**src/hw/hss_pkg.sv**
```systemverilog
// Constants and types shared by the switch control logic.
package hss_pkg;
  // Clock period of the core clock in picoseconds.
  localparam int unsigned CLK_PERIOD_PS = 4000;
  // Watchdog timeouts in milliseconds for each period setting.
  localparam longint unsigned WD_T00_MS = 620;
  localparam longint unsigned WD_T01_MS = 310;
  localparam longint unsigned WD_T10_MS = 2500;
  localparam longint unsigned WD_T11_MS = 1250;
  localparam longint unsigned PS_PER_MS = 1000000000;
  // Watchdog timeouts as core clock cycles.
  localparam longint unsigned WD_CYC_00 = WD_T00_MS * PS_PER_MS / CLK_PERIOD_PS;
  localparam longint unsigned WD_CYC_01 = WD_T01_MS * PS_PER_MS / CLK_PERIOD_PS;
  localparam longint unsigned WD_CYC_10 = WD_T10_MS * PS_PER_MS / CLK_PERIOD_PS;
  localparam longint unsigned WD_CYC_11 = WD_T11_MS * PS_PER_MS / CLK_PERIOD_PS;
  // Command frame layout.
  localparam int unsigned FRAME_BITS = 8;
  localparam int unsigned CMD_WD_POS = 7;
  localparam int unsigned CMD_ADDR_HI = 6;
  localparam int unsigned CMD_ADDR_LO = 4;
  // Command addresses.
  localparam logic [2:0] ADDR_STAT_SEL = 3'h0;
  localparam logic [2:0] ADDR_OUT_CTRL = 3'h1;
  localparam logic [2:0] ADDR_DIN_CFG = 3'h2;
  localparam logic [2:0] ADDR_MON_SEL = 3'h3;
  localparam logic [2:0] ADDR_WD_PER = 3'h4;
  // Watchdog status word: expired bit position.
  localparam int unsigned WDS_EXPIRED_POS = 2;
  // Fail-safe select codes.
  localparam logic [1:0] FSI_GROUND = 2'h0;
  localparam logic [1:0] FSI_BOTH_OFF = 2'h1;
  localparam logic [1:0] FSI_HS0_ON = 2'h2;
  localparam logic [1:0] FSI_BOTH_ON = 2'h3;
  // Current monitor selection codes.
  localparam logic [1:0] MON_OFF = 2'h0;
  localparam logic [1:0] MON_HS0 = 2'h1;
  localparam logic [1:0] MON_HS1 = 2'h2;
  // Values after reset.
  localparam logic [1:0] RST_2B = 2'h0;
  localparam logic [7:0] RST_BYTE = 8'h00;
  localparam logic [3:0] RST_CNT = 4'h0;
  // Synchronised pin group after reset: chip select reads deselected, the rest low.
  localparam logic [14:0] PIN_SYNC_RST = 15'h4000;
  // Operating modes.
  typedef enum logic [1:0] {HSS_SLEEP, HSS_NORMAL, HSS_FAILSAFE} hss_mode_e;
endpackage

```
**src/hw/hss_sync.sv**
```systemverilog
// Two-stage synchroniser for a group of asynchronous inputs.
`timescale 1ns/100ps
module hss_sync #(
  parameter int W = 1,
  parameter logic [W-1:0] RST_VAL = '0
) (
  input wire logic clock,
  input wire logic resetn,
  input wire logic [W-1:0] d,
  output logic [W-1:0] q
);
  logic [W-1:0] meta_r;
  logic [W-1:0] meta_nxt;
  logic [W-1:0] q_nxt;

  // The first stage feeds only the second stage.
  always_comb begin
    meta_nxt = d;
    q_nxt = meta_r;
  end

  // Both stages take the idle level of their pins on reset, so no false edge follows it.
  always_ff @(posedge clock or negedge resetn) begin
    if (!resetn) begin
      meta_r <= RST_VAL;
      q <= RST_VAL;
    end else begin
      meta_r <= meta_nxt;
      q <= q_nxt;
    end
  end
endmodule

```
**src/hw/hss_spi_rx.sv**
```systemverilog
// Serial command shifter with daisy-chain data output.
`timescale 1ns/100ps
module hss_spi_rx
  import hss_pkg::*;
(
  input wire logic clock,
  input wire logic resetn,
  input wire logic cs_n,
  input wire logic sclk,
  input wire logic sdi,
  input wire logic [7:0] tx_byte,
  output logic so_o,
  output logic so_oe,
  output logic rx_valid,
  output logic [7:0] rx_byte
);
  logic sclk_d_r, cs_d_r, rise, cs_fall, cs_rise;
  logic [7:0] sr_r, sr_nxt, byte_nxt;
  logic [3:0] cnt_r, cnt_nxt;
  logic valid_nxt, so_nxt, oe_nxt;

  assign rise = sclk & ~sclk_d_r;
  assign cs_fall = cs_d_r & ~cs_n;
  assign cs_rise = ~cs_d_r & cs_n;

  // Shift on rising serial clock while selected, act at deselect.
  always_comb begin
    sr_nxt = sr_r;
    cnt_nxt = cnt_r;
    valid_nxt = 1'b0;
    byte_nxt = rx_byte;
    if (cs_fall) begin
      sr_nxt = tx_byte;
      cnt_nxt = RST_CNT;
    end else if (!cs_n && rise) begin
      sr_nxt = {sr_r[6:0], sdi};
      if (cnt_r <= 4'(FRAME_BITS)) begin
        cnt_nxt = cnt_r + 4'h1;
      end
    end else if (cs_n) begin
      cnt_nxt = RST_CNT;
    end
    if (cs_rise && cnt_r == 4'(FRAME_BITS)) begin
      valid_nxt = 1'b1;
      byte_nxt = sr_r;
    end
    so_nxt = sr_nxt[7];
    oe_nxt = ~cs_n;
  end

  // Registers of the shifter.
  always_ff @(posedge clock or negedge resetn) begin
    if (!resetn) begin
      sclk_d_r <= 1'b0;
      cs_d_r <= 1'b1;
      sr_r <= RST_BYTE;
      cnt_r <= RST_CNT;
      rx_valid <= 1'b0;
      rx_byte <= RST_BYTE;
      so_o <= 1'b0;
      so_oe <= 1'b0;
    end else begin
      sclk_d_r <= sclk;
      cs_d_r <= cs_n;
      sr_r <= sr_nxt;
      cnt_r <= cnt_nxt;
      rx_valid <= valid_nxt;
      rx_byte <= byte_nxt;
      so_o <= so_nxt;
      so_oe <= oe_nxt;
    end
  end

  a_shift_sample: assert property (@(posedge clock) disable iff (!resetn)
    (!cs_n && rise && !cs_fall) |=> sr_r[0] == $past(sdi)) else $error("bit not sampled");
  a_cs_ignore: assert property (@(posedge clock) disable iff (!resetn)
    (cs_n && !cs_rise) |=> cnt_r == RST_CNT && !rx_valid) else $error("activity while deselected");
endmodule

```
**src/hw/hss_top.sv**
```systemverilog
// Serial control, watchdog and output selection of a dual high-side switch.
//
// Overview of operation
// - Command frames are eight bits, most significant first, into a shift register.
// - Serial input is sampled on each rising serial clock edge while selected.
// - Serial output drives only while chip select is low.
// - Serial output changes on each rising serial clock edge.
// - Clock and data are ignored while chip select is high.
// - Commands choose the monitored output or switch the monitor off.
// - Wake rising starts the watchdog.
// - Reset pin low clears configuration and, with wake also low, enters sleep.
// - Reset pin rising starts the watchdog.
// - Direct inputs switch their outputs; their use is set by command.
// - Fault flag pulls low while any fault is present.
// - After timeout the fail-safe select sets outputs: off, both on, or zero only.
// - Grounded fail-safe select disables watchdog and fail-safe.
// - Loss of logic supply clears configuration; direct inputs still work.
// - Battery and logic supply present with wake or reset pin high give normal mode.
// - Watchdog expiry moves the device into fail-safe.
// - Toggling bit seven of a command in time restarts the watchdog.
// - Fail-safe ends on wake and reset both low, or grounded select.
// - Watchdog status bit two reads one in fail-safe.
`timescale 1ns/100ps
module hss_top
  import hss_pkg::*;
#(
  parameter int unsigned WD_CYC_P00 = 32'(hss_pkg::WD_CYC_00),
  parameter int unsigned WD_CYC_P01 = 32'(hss_pkg::WD_CYC_01),
  parameter int unsigned WD_CYC_P10 = 32'(hss_pkg::WD_CYC_10),
  parameter int unsigned WD_CYC_P11 = 32'(hss_pkg::WD_CYC_11)
) (
  input wire logic clock,
  input wire logic resetn,
  input wire logic spi_cs_n,
  input wire logic spi_sclk,
  input wire logic spi_sdi,
  output logic spi_sdo_o,
  output logic spi_sdo_oe,
  input wire logic wake_in,
  input wire logic reset_pin_n,
  input wire logic [1:0] direct_out_ctrl,
  input wire logic [1:0] failsafe_select_in,
  input wire logic logic_supply_ok,
  input wire logic battery_supply,
  input wire logic [3:0] fault_in,
  output logic fault_flag_n_o,
  output logic fault_flag_n_oe,
  output logic power_output_zero,
  output logic power_output_one,
  output logic current_monitor_out,
  output logic current_monitor_oe,
  output logic watchdog_expired_flag,
  output logic sleep_mode
);
  import hss_pkg::*;

  // Synchronised copies of the outside pins.
  logic [14:0] pins_s;
  logic cs_s, sclk_s, sdi_s, wake_s, rst_s, vdd_s, bat_s;
  logic [1:0] din_s, fsi_s;
  logic [3:0] fault_s;

  hss_sync #(.W(15), .RST_VAL(PIN_SYNC_RST)) u_sync (
    .clock(clock),
    .resetn(resetn),
    .d({spi_cs_n, spi_sclk, spi_sdi, wake_in, reset_pin_n, direct_out_ctrl,
        failsafe_select_in, logic_supply_ok, battery_supply, fault_in}),
    .q(pins_s)
  );

  // Break the synchronised group into named levels.
  assign {cs_s, sclk_s, sdi_s, wake_s, rst_s, din_s, fsi_s, vdd_s, bat_s, fault_s} = pins_s;

  // Serial shifter and received frame.
  logic rx_valid;
  logic [7:0] rx_byte, tx_byte;
  logic [2:0] rx_addr;
  logic [3:0] rx_data;

  hss_spi_rx u_rx (
    .clock(clock),
    .resetn(resetn),
    .cs_n(cs_s),
    .sclk(sclk_s),
    .sdi(sdi_s),
    .tx_byte(tx_byte),
    .so_o(spi_sdo_o),
    .so_oe(spi_sdo_oe),
    .rx_valid(rx_valid),
    .rx_byte(rx_byte)
  );

  assign rx_addr = rx_byte[CMD_ADDR_HI:CMD_ADDR_LO];
  assign rx_data = rx_byte[3:0];

  // Timeout length for a period setting.
  function automatic logic [31:0] wd_limit(input logic [1:0] per);
    logic [31:0] lim;
    case (per)
      2'h0: lim = WD_CYC_P00;
      2'h1: lim = WD_CYC_P01;
      2'h2: lim = WD_CYC_P10;
      default: lim = WD_CYC_P11;
    endcase
    return lim;
  endfunction

  // Configuration written by commands.
  logic [1:0] cmd_on_r, cmd_on_nxt;
  logic [1:0] din_en_r, din_en_nxt;
  logic [1:0] mon_sel_r, mon_sel_nxt;
  logic [1:0] wd_per_r, wd_per_nxt;
  logic stat_sel_r, stat_sel_nxt;
  logic cfg_clear;

  // Configuration is wiped while the reset pin is low or the logic supply is gone.
  assign cfg_clear = ~rst_s | ~vdd_s;

  // Decode a finished frame into the configuration.
  always_comb begin
    cmd_on_nxt = cmd_on_r;
    din_en_nxt = din_en_r;
    mon_sel_nxt = mon_sel_r;
    wd_per_nxt = wd_per_r;
    stat_sel_nxt = stat_sel_r;
    if (cfg_clear) begin
      cmd_on_nxt = RST_2B;
      din_en_nxt = RST_2B;
      mon_sel_nxt = MON_OFF;
      wd_per_nxt = RST_2B;
      stat_sel_nxt = 1'b0;
    end else if (rx_valid) begin
      case (rx_addr)
        ADDR_STAT_SEL: stat_sel_nxt = rx_data[0];
        ADDR_OUT_CTRL: cmd_on_nxt = rx_data[1:0];
        ADDR_DIN_CFG: din_en_nxt = rx_data[1:0];
        ADDR_MON_SEL: mon_sel_nxt = rx_data[1:0];
        ADDR_WD_PER: wd_per_nxt = rx_data[1:0];
        default: ;
      endcase
    end
  end

  // Configuration registers.
  always_ff @(posedge clock or negedge resetn) begin
    if (!resetn) begin
      cmd_on_r <= RST_2B;
      din_en_r <= RST_2B;
      mon_sel_r <= MON_OFF;
      wd_per_r <= RST_2B;
      stat_sel_r <= 1'b0;
    end else begin
      cmd_on_r <= cmd_on_nxt;
      din_en_r <= din_en_nxt;
      mon_sel_r <= mon_sel_nxt;
      wd_per_r <= wd_per_nxt;
      stat_sel_r <= stat_sel_nxt;
    end
  end

  // Watchdog and mode state.
  hss_mode_e mode_r, mode_nxt;
  logic wd_run_r, wd_run_nxt;
  logic wd_bit_r, wd_bit_nxt;
  logic [31:0] wd_cnt_r, wd_cnt_nxt;
  logic wake_d_r, rst_d_r;
  logic fsi_gnd, arm, toggled, expire;

  assign fsi_gnd = fsi_s == FSI_GROUND;
  assign arm = (wake_s & ~wake_d_r) | (rst_s & ~rst_d_r);
  assign toggled = rx_valid && rx_byte[CMD_WD_POS] != wd_bit_r;
  assign expire = wd_run_r && mode_r == HSS_NORMAL && wd_cnt_r >= wd_limit(wd_per_r) - 32'h1;

  // Mode transitions and watchdog counting.
  always_comb begin
    mode_nxt = mode_r;
    wd_run_nxt = wd_run_r;
    wd_bit_nxt = wd_bit_r;
    wd_cnt_nxt = wd_cnt_r;
    if (rx_valid) begin
      wd_bit_nxt = rx_byte[CMD_WD_POS];
    end
    if (wd_run_r && mode_r == HSS_NORMAL) begin
      wd_cnt_nxt = wd_cnt_r + 32'h1;
    end
    if (toggled || arm) begin
      wd_cnt_nxt = 32'h0;
    end
    if (arm && !fsi_gnd && (wake_s || rst_s)) begin
      wd_run_nxt = 1'b1;
    end
    case (mode_r)
      HSS_SLEEP: begin
        if ((wake_s || rst_s) && vdd_s && bat_s) begin
          mode_nxt = HSS_NORMAL;
        end
      end
      HSS_NORMAL: begin
        if (!wake_s && !rst_s) begin
          mode_nxt = HSS_SLEEP;
        end else if (expire && !fsi_gnd) begin
          mode_nxt = HSS_FAILSAFE;
        end
      end
      HSS_FAILSAFE: begin
        if (!wake_s && !rst_s) begin
          mode_nxt = HSS_SLEEP;
        end else if (fsi_gnd) begin
          mode_nxt = HSS_NORMAL;
        end
      end
      default: mode_nxt = HSS_SLEEP;
    endcase
    if (fsi_gnd || (!wake_s && !rst_s)) begin
      wd_run_nxt = 1'b0;
      wd_cnt_nxt = 32'h0;
    end
  end

  // Watchdog and mode registers.
  always_ff @(posedge clock or negedge resetn) begin
    if (!resetn) begin
      mode_r <= HSS_SLEEP;
      wd_run_r <= 1'b0;
      wd_bit_r <= 1'b0;
      wd_cnt_r <= 32'h0;
      wake_d_r <= 1'b0;
      rst_d_r <= 1'b0;
    end else begin
      mode_r <= mode_nxt;
      wd_run_r <= wd_run_nxt;
      wd_bit_r <= wd_bit_nxt;
      wd_cnt_r <= wd_cnt_nxt;
      wake_d_r <= wake_s;
      rst_d_r <= rst_s;
    end
  end

  // Output drive, fault flag, monitor and status words.
  logic hs0_nxt, hs1_nxt, fault_oe_nxt, mon_nxt, mon_oe_nxt;
  logic [7:0] wd_word, fault_word;

  always_comb begin
    hs0_nxt = 1'b0;
    hs1_nxt = 1'b0;
    case (mode_r)
      HSS_FAILSAFE: begin
        hs0_nxt = fsi_s == FSI_BOTH_ON || fsi_s == FSI_HS0_ON;
        hs1_nxt = fsi_s == FSI_BOTH_ON;
      end
      HSS_NORMAL: begin
        hs0_nxt = cmd_on_r[0] | (din_en_r[0] & din_s[0]);
        hs1_nxt = cmd_on_r[1] | (din_en_r[1] & din_s[1]);
        if (!vdd_s) begin
          hs0_nxt = din_s[0];
          hs1_nxt = din_s[1];
        end
      end
      default: ;
    endcase
    fault_oe_nxt = |fault_s;
    mon_oe_nxt = mon_sel_r == MON_HS0 || mon_sel_r == MON_HS1;
    mon_nxt = mon_sel_r == MON_HS1;
    wd_word = {4'h0, 1'b0, mode_r == HSS_FAILSAFE, wd_per_r};
    fault_word = {fsi_s, mode_r == HSS_FAILSAFE, 1'b0, fault_s};
    tx_byte = stat_sel_r ? wd_word : fault_word;
  end

  // Output registers.
  always_ff @(posedge clock or negedge resetn) begin
    if (!resetn) begin
      power_output_zero <= 1'b0;
      power_output_one <= 1'b0;
      fault_flag_n_o <= 1'b0;
      fault_flag_n_oe <= 1'b0;
      current_monitor_out <= 1'b0;
      current_monitor_oe <= 1'b0;
      watchdog_expired_flag <= 1'b0;
      sleep_mode <= 1'b1;
    end else begin
      power_output_zero <= hs0_nxt;
      power_output_one <= hs1_nxt;
      fault_flag_n_o <= 1'b0;
      fault_flag_n_oe <= fault_oe_nxt;
      current_monitor_out <= mon_nxt;
      current_monitor_oe <= mon_oe_nxt;
      watchdog_expired_flag <= mode_r == HSS_FAILSAFE;
      sleep_mode <= mode_r == HSS_SLEEP;
    end
  end

  // Checks on the behaviour above.
  a_so_tristate: assert property (@(posedge clock) disable iff (!resetn)
    cs_s |=> !spi_sdo_oe) else $error("data output driven while deselected");
  a_sleep_clears: assert property (@(posedge clock) disable iff (!resetn)
    !rst_s |=> cmd_on_r == RST_2B && mon_sel_r == MON_OFF) else $error("config kept in reset");
  a_sleep_outputs: assert property (@(posedge clock) disable iff (!resetn)
    mode_r == HSS_SLEEP |=> !power_output_zero && !power_output_one) else $error("output on in sleep");
  a_status_bit: assert property (@(posedge clock) disable iff (!resetn)
    (stat_sel_r && $stable(mode_r)) |-> tx_byte[WDS_EXPIRED_POS] == watchdog_expired_flag)
    else $error("expired bit wrong");
  a_fsi_ground: assert property (@(posedge clock) disable iff (!resetn)
    fsi_gnd |=> mode_r != HSS_FAILSAFE && !wd_run_r) else $error("fail-safe with grounded select");
  a_fs_outputs: assert property (@(posedge clock) disable iff (!resetn)
    (mode_r == HSS_FAILSAFE && fsi_s == FSI_HS0_ON) |=> power_output_zero && !power_output_one)
    else $error("fail-safe outputs wrong");
  a_fault_flag: assert property (@(posedge clock) disable iff (!resetn)
    (|fault_s) |=> fault_flag_n_oe && !fault_flag_n_o) else $error("fault flag not pulled");
  a_supply_loss: assert property (@(posedge clock) disable iff (!resetn)
    !vdd_s |=> din_en_r == RST_2B && wd_per_r == RST_2B) else $error("config kept without supply");
  a_wd_expire: assert property (@(posedge clock) disable iff (!resetn)
    (expire && !fsi_gnd && (wake_s || rst_s)) |=> mode_r == HSS_FAILSAFE) else $error("no fail-safe on expiry");
  a_frame_act: assert property (@(posedge clock) disable iff (!resetn)
    (rx_valid && !cfg_clear && rx_addr == ADDR_MON_SEL) |=> mon_sel_r == $past(rx_data[1:0]))
    else $error("monitor select not taken");
  a_wd_restart: assert property (@(posedge clock) disable iff (!resetn)
    (toggled && wd_run_r && !fsi_gnd && (wake_s || rst_s)) |=> wd_cnt_r == 32'h0) else $error("toggle ignored");
  a_mode_exit: assert property (@(posedge clock) disable iff (!resetn)
    (mode_r == HSS_FAILSAFE && !wake_s && !rst_s) |=> mode_r == HSS_SLEEP) else $error("fail-safe not left");

  // Further checks on monitor release, watchdog arming, direct drive, mode entry and fail-safe outputs.
  a_mon_tristate: assert property (@(posedge clock) disable iff (!resetn)
    (mon_sel_r == MON_OFF) |=> !current_monitor_oe)
    else $error("monitor driven while off");
  a_wake_arm: assert property (@(posedge clock) disable iff (!resetn)
    (wake_s && !wake_d_r && !fsi_gnd) |=> wd_run_r && wd_cnt_r == 32'h0)
    else $error("wake did not arm watchdog");
  a_reset_arm: assert property (@(posedge clock) disable iff (!resetn)
    (rst_s && !rst_d_r && !fsi_gnd) |=> wd_run_r && wd_cnt_r == 32'h0)
    else $error("reset pin did not arm watchdog");
  a_direct_drive: assert property (@(posedge clock) disable iff (!resetn)
    (mode_r == HSS_NORMAL && vdd_s && din_en_r[0] && din_s[0]) |=> power_output_zero)
    else $error("direct input ignored");
  a_supply_direct: assert property (@(posedge clock) disable iff (!resetn)
    (mode_r == HSS_NORMAL && !vdd_s) |=> power_output_zero == $past(din_s[0]) && power_output_one == $past(din_s[1]))
    else $error("outputs not on direct inputs");
  a_normal_entry: assert property (@(posedge clock) disable iff (!resetn)
    (mode_r == HSS_SLEEP && rst_s && vdd_s && bat_s) |=> mode_r == HSS_NORMAL)
    else $error("normal mode not entered");
  a_fs_both_on: assert property (@(posedge clock) disable iff (!resetn)
    (mode_r == HSS_FAILSAFE && fsi_s == FSI_BOTH_ON) |=> power_output_zero && power_output_one)
    else $error("fail-safe outputs not both on");
endmodule

```
**config.mk**
```make
export PLATFORM = sky130hd
export DESIGN_NAME = hss_top
export DESIGN_NICKNAME = d
export VERILOG_FILES = /design/src/hw/hss_pkg.sv /design/src/hw/hss_sync.sv /design/src/hw/hss_spi_rx.sv /design/src/hw/hss_top.sv
export SDC_FILE = /design/constraint.sdc
export NUM_CORES = 1
export LEC_CHECK = 0
export BUFFER_PORTS_ARGS = -buffer_cell sky130_fd_sc_hd__buf_2
export CORE_ASPECT_RATIO = 1.4
export CORE_MARGIN = 2
export CORE_UTILIZATION = 55
export CTS_CLUSTER_DIAMETER = 30
export CTS_CLUSTER_SIZE = 24
export DETAILED_ROUTE_END_ITERATION = 8
export PLACE_DENSITY = 0.8
export SLEW_MARGIN = 10
export SYNTH_ARGS = -nofsm -noshare
export SYNTH_HDL_FRONTEND = slang
export SYNTH_HIERARCHICAL = 1
export SYNTH_SLANG_ARGS = --single-unit
```
**constraint.sdc**
```tcl
create_clock -name clock -period 3.1 [get_ports clock]
set_input_delay 0 -clock clock [delete_from_list [all_inputs] [get_ports clock]]
set_output_delay 0 -clock clock [all_outputs]
set_load 0.05 [all_outputs]
```
## Word-level counts from Yosys, hierarchy flattened

Index checks and enable logic that the tools add are counted.

- Reduce and logical (&&, ||, !) cells: 42
- Add/sub/neg operators: 3
- Equality and inequality tests: 18
- Bitwise gates (word level): 18
- Multiplexer cells: 39
- $lt $le $gt $ge: 2

Operators by type and width:

| kind | count |
|---|---|
| 32-bit two-way mux | 3 |
| 30-bit one-hot mux with 3 select lines | 1 |
| 2-bit two-way mux | 17 |
| 32-bit by 1-bit adder with 32-bit output (second input constant) | 1 |
| 32-bit >= comparator | 1 |
| 32-bit by 1-bit subtractor with 32-bit output (second input constant) | 1 |
| 8-bit two-way mux | 3 |
| 4-bit two-way mux | 4 |
| 2-bit nonzero test | 8 |
| 2-bit AND reduction | 6 |
| 1-bit logical AND | 11 |
| 2-bit == test (second input constant) | 5 |
| 1-bit two-way mux | 8 |
| 1-bit AND | 7 |
| 1-bit NOT | 7 |
| 2-bit by 1-bit == test with 1-bit output (second input constant) | 3 |
| 3-bit by 2-bit == test with 1-bit output (second input constant) | 2 |
| 2-bit zero test | 3 |
| 3-bit by 2-bit inequality test with 1-bit output (second input constant) | 2 |
| 2-bit one-hot mux with 3 select lines | 1 |
| 3-bit nonzero test | 2 |
| 1-bit logical OR | 5 |
| 4-bit by 1-bit adder with 4-bit output (second input constant) | 1 |
| 4-bit == test (second input constant) | 1 |
| 12 further kinds | 19 |

- Input port bits: 17
- Logic and storage cells: 150
- Flip-flop bits (word level): 108
- Output and inout bits: 10

## Depth between registers and ports, before layout

Gate-level depths: netlist of run 1.

- Word-level depth: 9
- Depth in mapped cells: 11
- Mapped depth without buffers: 11

## Modules after synthesis

Netlist of run 1, hierarchy kept.

Modules (own cells, without submodules):

| module | instances | area each (sq um) | cells an instance |
|---|---|---|---|
| hss_top | 1 | 3265.6 | 341 |
| hss_spi_rx | 1 | 1088.5 | 86 |
| hss_sync | 1 | 753.2 | 30 |

## Worst setup path before layout of run 1

OpenSTA, ideal clock, no wires.

- Kind: register to register
- From: register wd_per_r[0]
- To: register mode_r[0]
- Setup time: 0.125 ns
- Data required time: 2.975 ns
- Slack: 0.554 ns
- Arrival time: 2.421 ns
- Cell stages (with the launch flop): 10
- Cell sequence: dfrtp_1 > inv_1 > ha_1 > inv_1 > ha_1 > a2111oi_0 > nor4bb_1 > a31oi_1 > o21a_1 > mux2_2

- Word-level cells in the longest chain between the ends: 8
- Elaborated cells between the ends (all ways): 10

RTL lines:

| what | line | text |
|---|---|---|
| start: declaration | hss_top.sv:112 | `logic [1:0] wd_per_r, wd_per_nxt;` |
| start signal: assignment | hss_top.sv:156 | `wd_per_r <= wd_per_nxt;` |
| 2-bit == test (tied with other cells) | hss_top.sv:99 | `case (per)` |
| 30-bit one-hot mux with 3 select lines * | hss_top.sv:99 |  |
| 32-bit by 1-bit subtractor with 32-bit output * | hss_top.sv:172 | `assign expire = wd_run_r && mode_r == HSS_NORMAL && wd_cnt_r >= wd_limit(wd_per_r) - 32'h1;` |
| 32-bit >= comparator * | hss_top.sv:172 |  |
| 1-bit logical AND * | hss_top.sv:172 |  |
| 1-bit logical AND * | hss_top.sv:201 | `end else if (expire && !fsi_gnd) begin` |
| 3-bit by 1-bit inequality test with 1-bit output (no line) * | -- |  |
| 3-bit AND reduction (no line) * | -- |  |
| end signal: assignment | hss_top.sv:230 | `mode_r <= mode_nxt;` |
| end: declaration | hss_top.sv:162 | `hss_mode_e mode_r, mode_nxt;` |

Mark *: on every way between the ends. The rest lies on a longest branch, timed or not.
A chain may end at the register's enable or synchronous reset.

## Final worst setup path of run 1

Ends and elaborated chain as after synthesis.

==> results of run 1 <==
## path summary, 6_finish.rpt
| path | slack [ns] | startpoint | endpoint | cells after the start |
|---|---|---|---|---|
| max | 0.29 | wd_per_r[0] | mode_r[0] | 9 |
| min | 0.28 | resetn | wd_cnt_r[18] | 2 |
| max reg2reg | 0.29 | wd_per_r[0] | mode_r[0] | 9 |
| min reg2reg | 0.35 | u_sync/meta_r[8] | u_sync/q[8] | 0 |
| max in group asynchronous | 2.04 | resetn | u_sync/q[14] | 3 |
| min in group clock | 0.28 | logic_supply_ok | u_sync/meta_r[5] | 2 |
## critical path, delay by kind of cell, from the launching register on
family | cells | cell delay, ns
flip-flops | 1 | 0.38
multiplexers | 1 | 0.26
AND/OR/NAND/NOR | 1 | 0.40
AO/OA/AOI/OAI | 3 | 1.00
adder cells (fa/ha/maj) | 2 | 0.45
buffers and inverters | 2 | 0.21
## registers in the layout, summed over array words and instances (netlist names), 2 cells and up
name           cells
u_rx/rx_byte       6
mode_r             2
din_en_r           2
cmd_on_r           2
u_rx/cnt_r         4
wd_cnt_r          32
mon_sel_r          2
u_sync/q          15
u_rx/sr_r          8
wd_per_r           2
u_sync/meta_r     15
## final cells by class
| class | count | area [um2] | share of cell area [%] |
|---|---|---|---|
| inverter | 20 | 75.1 | 1.31 |
| multi-input combinational | 316 | 2230 | 38.7 |
| timing repair buffer | 45 | 330 | 5.74 |
| tap | 107 | 134 | 2.33 |
| sequential | 106 | 2660 | 46.2 |
| clock buffer | 10 | 229 | 3.98 |
| clock inverter | 6 | 98.8 | 1.72 |
## repair_timing
item / CTS / global route
hold endpoints to repair: 77 / 0
resized for setup: 0 / 0
hold buffers: 16 / 0
setup buffers: 0 / 0
## routing by layer
| metal | routed length [um] | vias up | share of wire (%) | global-route usage [%] |
|---|---|---|---|---|
| li1 | - | 1666 | - | - |
| met1 | 3970 | 1692 | 39 | 24.6 |
| met2 | 5690 | 56 | 56 | 42.8 |
| met3 | 210 | 20 | 2.1 | 3.93 |
| met4 | 278 | 0 | 2.7 | 9.10 |
| met5 | 0 | - | 0 | 0 |
## through the flow
stage	instance area (um2)	setup WS (ns)	instances	util [%]	total power, mW
2_1_floorplan	5030	0.554	454	-	1.68
3_3_place_gp	5260	0.438	578	58.6	1.76
3_5_place_dp	5260	0.379	578	58.6	1.78
6_report	5750	0.291	610	64.1	3.01
5_1_grt	5750	0.0878	610	64.1	3.13
4_1_cts	5750	0.336	610	64.1	3.03
## power by group through the flow
stage                     registers (mW)  logic [mW]  clock network [mW]
final                               1.49       0.282                1.24
after global routing                1.49       0.313                1.32
after CTS                           1.49       0.284                1.26
after detailed placement            1.51       0.265                   0
after global placement              1.51       0.257                   0
after floorplan                     1.55       0.138                   0
==> flow_summary.toml, run 1 <==
[final_layout]
area_growth_syn_to_layout_pct = 14.4
antenna_cells = 0
nNetsFinal = 553
final_cell_mix = "dfrtp_1, nor2_1, ha_1"
final_common_cell = "dfrtp_1"
drive_gt1_share_pct = 12.9
fill_cells = 642

[worst_setup_path]
end_kind = "flop"
crit_chain = "inv_1 > ha_1 > inv_1 > ha_1 > a2111oi_0 > nor4bb_1 > a31oi_1 > o21a_1 > mux2_2"
critPathMaxFanout = 4
cp_slowest_cell = "a2111oi_0"
path_class = "flop to flop"
max_stage_delay_ns = 0.64
worstPathArrival_ns = 3.04
cp.required_ns = 3.33
start_kind = "flop"

[drt]
drt_first_pass_iters = 6
postRouteAntennaNets = 0
drtIter0Drc = 169
routed_wl_um = 10100
vias_per_cell = 5.63
avgRoutedWirePerCell_um = 16.6
vias = 3434
drcViolationCount = 0

[place]
routabilityCongestion = 0.945
dp_hpwl_um = 7110
portBuffers = 25

[power_and_ir_drop]
clkPwrFrac_pct = 41.3
peakVddDrop_mv = 0.445
pwr_density_cell_nw_per_um2 = 523
p_leak_nw = 2.63
seqPwrFrac_pct = 49.3
switching_share_pct = 24.6
power_switching_mw = 0.740
internal-power_mw = 2.27
combPwrFrac_pct = 9.4

[clocking]
cts-root-buf = "clkbuf_16"
insertion_delay_ns = 0.35
cts_max_level = 3
cts_tree = "built"
clkTransAtPathRegs_ns = 0.07
clock-sinks = 106
cts_buffers = 9
clock_path_buffers = 2

[sta]
finalClockSkew_ns = 0.00797
hold_ws_ns = 0.281
layout_worst_path_cycle_share_pct = 90.6
finalSetupViolCount = 0
rsz0062_at_grt = "no"
setup_tns_ns = 0
max_freq_mhz = 356
max-slew-margin-rel_pct = 40.2
finalHoldViolCount = 0
slew_violations = 0
tightest_slew_ns = 0.896
period_needed_ns = 2.81

[global_route]
grt_first_pass_wirelength_um = 17100
overflow = 0
grt_max_degree = 65
antenna_found_initial = 0
grt_pass1_vias = 3573
groute.usage.overall_pct = 22.4

[die]
initial_core_util_pct = 56.0
die_h_um = 117
die_w_um = 84.8
fp.dieArea_um2 = 9930
io-pin-count = 27
num_rows = 41
core_um2 = 8980

[synth]
avgSynthCellArea_um2 = 11.1
syn_inst = 453
syn_area_um2 = 5030
ys_warn_count = 6

[outcome]
outcome = "finished clean"

[min_path]
hp-class = "primary input to async pin"

[job]
max_cap_violations = 0
No activity file was read; power rests on OpenSTA's default activity.
==> run 2: changes to the inputs <==
--- a/config.mk
+++ b/config.mk
@@ -10,11 +10,10 @@
 export CORE_MARGIN = 2
 export CORE_UTILIZATION = 55
 export CTS_CLUSTER_DIAMETER = 30
-export CTS_CLUSTER_SIZE = 24
+export CTS_CLUSTER_SIZE = 28
 export DETAILED_ROUTE_END_ITERATION = 8
-export PLACE_DENSITY = 0.8
+export PLACE_DENSITY_LB_ADDON = 0.3
 export SLEW_MARGIN = 10
 export SYNTH_ARGS = -nofsm -noshare
 export SYNTH_HDL_FRONTEND = slang
-export SYNTH_HIERARCHICAL = 1
 export SYNTH_SLANG_ARGS = --single-unit
==> flow_summary.toml, run 2 <==
[drt]
drt_first_pass_iters = 4
vias_per_cell = 5.70
drcViolationCount = 0
routed_wl_um = 9860
postRouteAntennaNets = 0
drtIter0Drc = 140
avgRoutedWirePerCell_um = 16.0
vias = 3516

[final_layout]
largest_register_ff_count = 32
layout.cells.non_filler = 617
antenna_cells = 0
nNetsFinal = 560
fill_cells = 682
final_common_cell = "dfrtp_1"
regMostFlops = "wd_cnt_r"
area_growth_syn_to_layout_pct = 13.3
drive_gt1_share_pct = 12.0
final_cell_mix = "dfrtp_1, nor2_1, ha_1"
reg_top3 = "wd_cnt_r: 32 flops, u_sync.meta_r: 15 flops, u_sync.q: 15 flops"

[synth]
synth_edf_count = 0
async_flop_share_pct = 100
avgSynthCellArea_um2 = 10.9
synth_ff_type = "dfrtp_1"
yosysMostFrequentCell = "dfrtp_1"
yosysTopAreaCellShare_pct = 50.6
yosysTopAreaCell = "dfrtp_1"
synthTopCellsByCount = "dfrtp_1, nor2_1, ha_1, nand2_1, a21oi_1"
syn-num-nets = 517
yosysSeqAreaShare_pct = 52.7
syn_area_um2 = 5050
syn_inst = 462
ys_warn_count = 0
ys_types = 55
synth-seq-cells = 106
synth_area_leaders = "dfrtp_1, ha_1, nor2_1, xor2_1, nand2_1"

[sta]
tightest_slew_ns = 0.772
max_freq_mhz = 358
layout_worst_path_cycle_share_pct = 90.1
slew_violations = 0
rsz0062_at_grt = "no"
fin_ws_ns = 0.308
finalHoldViolCount = 0
period_needed_ns = 2.79
hold_ws_ns = 0.229
max-slew-margin-rel_pct = 48.2
setup_tns_ns = 0
finalClockSkew_ns = 0.00835
finalSetupViolCount = 0

[place]
dp.cells = 585
dp_slack_ns = 0.337
routabilityCongestion = 0.844
portBuffers = 25
dp_hpwl_um = 6960

[outcome]
outcome = "finished clean"

[clocking]
clock-sinks = 106
clock_path_buffers = 2
cts_buffers = 9
post_cts_resized = 0
clkTransAtPathRegs_ns = 0.07
cts-root-buf = "clkbuf_16"
insertion_delay_ns = 0.35
cts_tree = "built"
cts_max_level = 3

[global_route]
grt_first_pass_wirelength_um = 17200
overflow = 0
antenna_found_initial = 0
grt_pass1_vias = 3664
groute.usage.overall_pct = 21.6
grt_max_degree = 55

[die]
die_w_um = 85.0
fp.dieArea_um2 = 9970
initial_core_util_pct = 56.2
io-pin-count = 27
core_um2 = 8980
die_h_um = 117
num_rows = 41

[worst_setup_path]
end_kind = "flop"
worstPathArrival_ns = 3.03
start_kind = "flop"
cp.required_ns = 3.33
worst-r2r-setup-slack_ns = 0.31
critPathMaxFanout = 9
path_class = "flop to flop"

[min_path]
hp-class = "primary input to async pin"

[power_and_ir_drop]
pwr_density_cell_nw_per_um2 = 504
p_leak_nw = 2.63
peakVddDrop_mv = 0.451

[job]
max_cap_violations = 0
==> run 2: critical path, stage by stage (launching register included) <==
cell,delay [ns]
dfrtp_1,0.55
inv_1,0.17
ha_1,0.27
o21ai_0,0.36
ha_1,0.33
a21oi_1,0.17
a21oi_1,0.12
a2111oi_4,0.41
a21oi_1,0.13
nand3b_1,0.17
==> run 2: path summary, 6_finish.rpt <==
path / startpoint / to / cells past startpoint
min: resetn / wd_cnt_r[16] / 2
max in group asynchronous: resetn / u_rx.cs_d_r / 3
max: wd_per_r[0] / mode_r[1] / 9
min reg2reg: u_sync.meta_r[8] / u_sync.q[8] / 0
max reg2reg: wd_per_r[0] / mode_r[1] / 9
min in group clock: spi_cs_n / u_sync.meta_r[14] / 2
==> run 2: per-stage QoR <==
stage	total power [mW]	cell area, um2	util (%)
2_1_floorplan	1.70	5050	-
3_3_place_gp	1.79	5270	58.7
3_5_place_dp	1.79	5270	58.7
4_1_cts	2.91	5720	63.7
5_1_grt	3.01	5720	63.7
6_report	2.89	5720	63.7
==> run 2: kinds of logic after synthesis <==
family | Yosys count | synth area share [%]
and+or+nand+nor | 165 | 16.7
other | 1 | 0.0743
AOI/OAI and AO/OA | 73 | 9.72
muxes | 19 | 3.94
adders and majority gates | 38 | 9.42
xor gates and xnor gates | 28 | 4.86
buffers and inverters | 32 | 2.65
DFF | 106 | 52.7
==> run 2: metal layers <==
layer | global-route usage [%] | routed length, um
met1 | 25.5 | 4060
met2 | 37.3 | 5290
met3 | 3.59 | 245
met4 | 11.0 | 258
met5 | 0 | 0
==> run 2: what timing repair did <==
action                                 CTS  global route
endpoints found under the hold margin   67             0
buffers inserted                         0             0
hold buffers                            16             0
==> run 2: layout make-up <==
class | count | area, um2 | share of cell area, %
inverter | 20 | 75.1 | 1.31
clock buffer | 10 | 229 | 4.00
multi-input combinational | 324 | 2260 | 39.4
timing repair buffer | 44 | 310 | 5.43
sequential | 106 | 2660 | 46.5
tap | 107 | 134 | 2.34
clock inverter | 6 | 57.6 | 1.01
==> run 2: power breakdown <==
| group | internal [mW] | switching (mW) |
|---|---|---|
| Combinational | 0.101 | 0.189 |
| Clock | 0.567 | 0.540 |
| Sequential | 1.45 | 0.0405 |
==> run 3: changes to the inputs <==
--- a/config.mk
+++ b/config.mk
@@ -8,7 +8,7 @@
 export BUFFER_PORTS_ARGS = -buffer_cell sky130_fd_sc_hd__buf_2
 export CORE_ASPECT_RATIO = 1.4
 export CORE_MARGIN = 2
-export CORE_UTILIZATION = 55
+export CORE_UTILIZATION = 60
 export CTS_CLUSTER_DIAMETER = 30
 export CTS_CLUSTER_SIZE = 28
 export DETAILED_ROUTE_END_ITERATION = 8
==> flow_summary.toml, run 3 (same netlist as run 2, synthesis figures left out) <==
[clocking]
cts-root-buf = "clkbuf_16"
clkTransAtPathRegs_ns = 0.07
insertion_delay_ns = 0.35
post_cts_resized = 0
clock_path_buffers = 2
cts_buffers = 9
clock-sinks = 106
cts_max_level = 3
cts_tree = "built"

[worst_setup_path]
crit_family = "compound AO/OA/AOI/OAI gates"
crit_chain = "inv_1 > ha_1 > o21ai_0 > ha_1 > nand4_1 > or2_1 > nor3_1 > a2111oi_4 > a211o_1 > nand3_1"
max_stage_delay_ns = 0.53
end_kind = "flop"
path_class = "flop to flop"
cp.required_ns = 3.39
critPathMaxFanout = 9
cp_slowest_cell = "dfrtp_1"
cp_common_cell = "ha_1"
worstPathBufferInverterCount = 1
worstPathArrival_ns = 3.06
start_kind = "flop"

[final_layout]
reg_top3 = "wd_cnt_r: 32 flops, u_sync.meta_r: 15 flops, u_sync.q: 15 flops"
final_common_cell = "dfrtp_1"
regMostFlops = "wd_cnt_r"
antenna_cells = 0
largest_register_ff_count = 32
area_growth_syn_to_layout_pct = 13.1
nNetsFinal = 560
post-route-util_pct = 70.0
drive_gt1_share_pct = 12.0
final_cell_mix = "dfrtp_1, nor2_1, ha_1"
finish.instance_area_um2 = 5710

[global_route]
grt_pass1_vias = 3601
grt_max_degree = 50
groute.usage.overall_pct = 24.4
grt_first_pass_wirelength_um = 16900
overflow = 0
antenna_found_initial = 0

[sta]
slew_violations = 0
tightest_slew_ns = 0.826
period_needed_ns = 2.77
rsz0062_at_grt = "no"
layout_worst_path_cycle_share_pct = 89.4
max_freq_mhz = 361
finalHoldViolCount = 0
finalClockSkew_ns = 0.00622
setup_tns_ns = 0
max-slew-margin-rel_pct = 44.6
finalSetupViolCount = 0

[die]
initial_core_util_pct = 61.9
io-pin-count = 27
core_um2 = 8150
num_rows = 39
die_w_um = 81.5
fp.dieArea_um2 = 9170
die_h_um = 113

[power_and_ir_drop]
p_leak_nw = 2.62
power_switching_mw = 0.768
seqPwrFrac_pct = 51.9
combPwrFrac_pct = 10.4
internal-power_mw = 2.11
clkPwrFrac_pct = 37.7
pwr_density_cell_nw_per_um2 = 504
switching_share_pct = 26.7
power_mw = 2.87
peakVddDrop_mv = 0.442

[job]
max_cap_violations = 0

[drt]
drcViolationCount = 0
postRouteAntennaNets = 0
drt_first_pass_iters = 7
routed_wl_um = 9880
drtIter0Drc = 184
vias = 3505
avgRoutedWirePerCell_um = 16.1
vias_per_cell = 5.73

[place]
routabilityCongestion = 0.868
dp_hpwl_um = 7020
portBuffers = 25
place_area_um2 = 5270

[outcome]
outcome = "finished clean"

[min_path]
hp-class = "primary input to async pin"
## run 3: cell count changes in the layout (fill, tap and decap cells not counted), sizes merged
cell      before  now
clkinv         1    2
inv           25   22
clkinvlp       0    2
## run 3: final cells by class
class / count / area, um2
timing repair buffer: 44 / 310
inverter: 20 / 75.1
clock buffer: 10 / 229
fill: 552 / 2440
sequential: 106 / 2660
clock inverter: 6 / 51.3
multi-input combinational: 324 / 2260
tap: 102 / 128
## run 3: layer usage
layer	GRT usage, %	up-vias	routed length [um]
met4	10.2	0	247
met1	29.6	1691	4000
li1	-	1696	-
met2	41.0	96	5220
met5	0	-	0
met3	5.79	22	412
## run 3: final timing paths
kind | from | endpoint | slack [ns] | cells after the start
setup / recovery | wd_per_r[0] | mode_r[0] | 0.33 | 10
hold / removal | resetn | wd_cnt_r[20] | 0.10 | 2
setup reg to reg | wd_per_r[0] | mode_r[0] | 0.33 | 10
hold reg to reg | u_sync.meta_r[5] | u_sync.q[5] | 0.35 | 0
max in group asynchronous | resetn | u_rx.rx_byte[6] | 2.06 | 3
min in group clock | fault_in[3] | u_sync.meta_r[3] | 0.29 | 2
## run 3: through the flow
step                instances  setup slack [ns]  hold WS, ns
floorplan                 462             0.691       -0.296
global placement          580             0.561      -0.0615
detailed placement        580             0.374      -0.0583
CTS                       612             0.361        0.114
global route              612             0.111        0.135
finish                    612             0.329        0.105
## run 3: repair_timing
action,CTS,global route
endpoints found under the hold margin,42,0
hold buffers,16,0
buffers inserted,0,0
## run 3: power groups by stage
| stage | registers (mW) | clock network, mW | logic [mW] |
|---|---|---|---|
| 4_1_cts | 1.49 | 1.10 | 0.299 |
| 3_3_place_gp | 1.51 | 0 | 0.272 |
| 5_1_grt | 1.50 | 1.17 | 0.328 |
| 3_5_place_dp | 1.52 | 0 | 0.282 |
| 2_1_floorplan | 1.55 | 0 | 0.145 |
| 6_report | 1.49 | 1.08 | 0.300 |
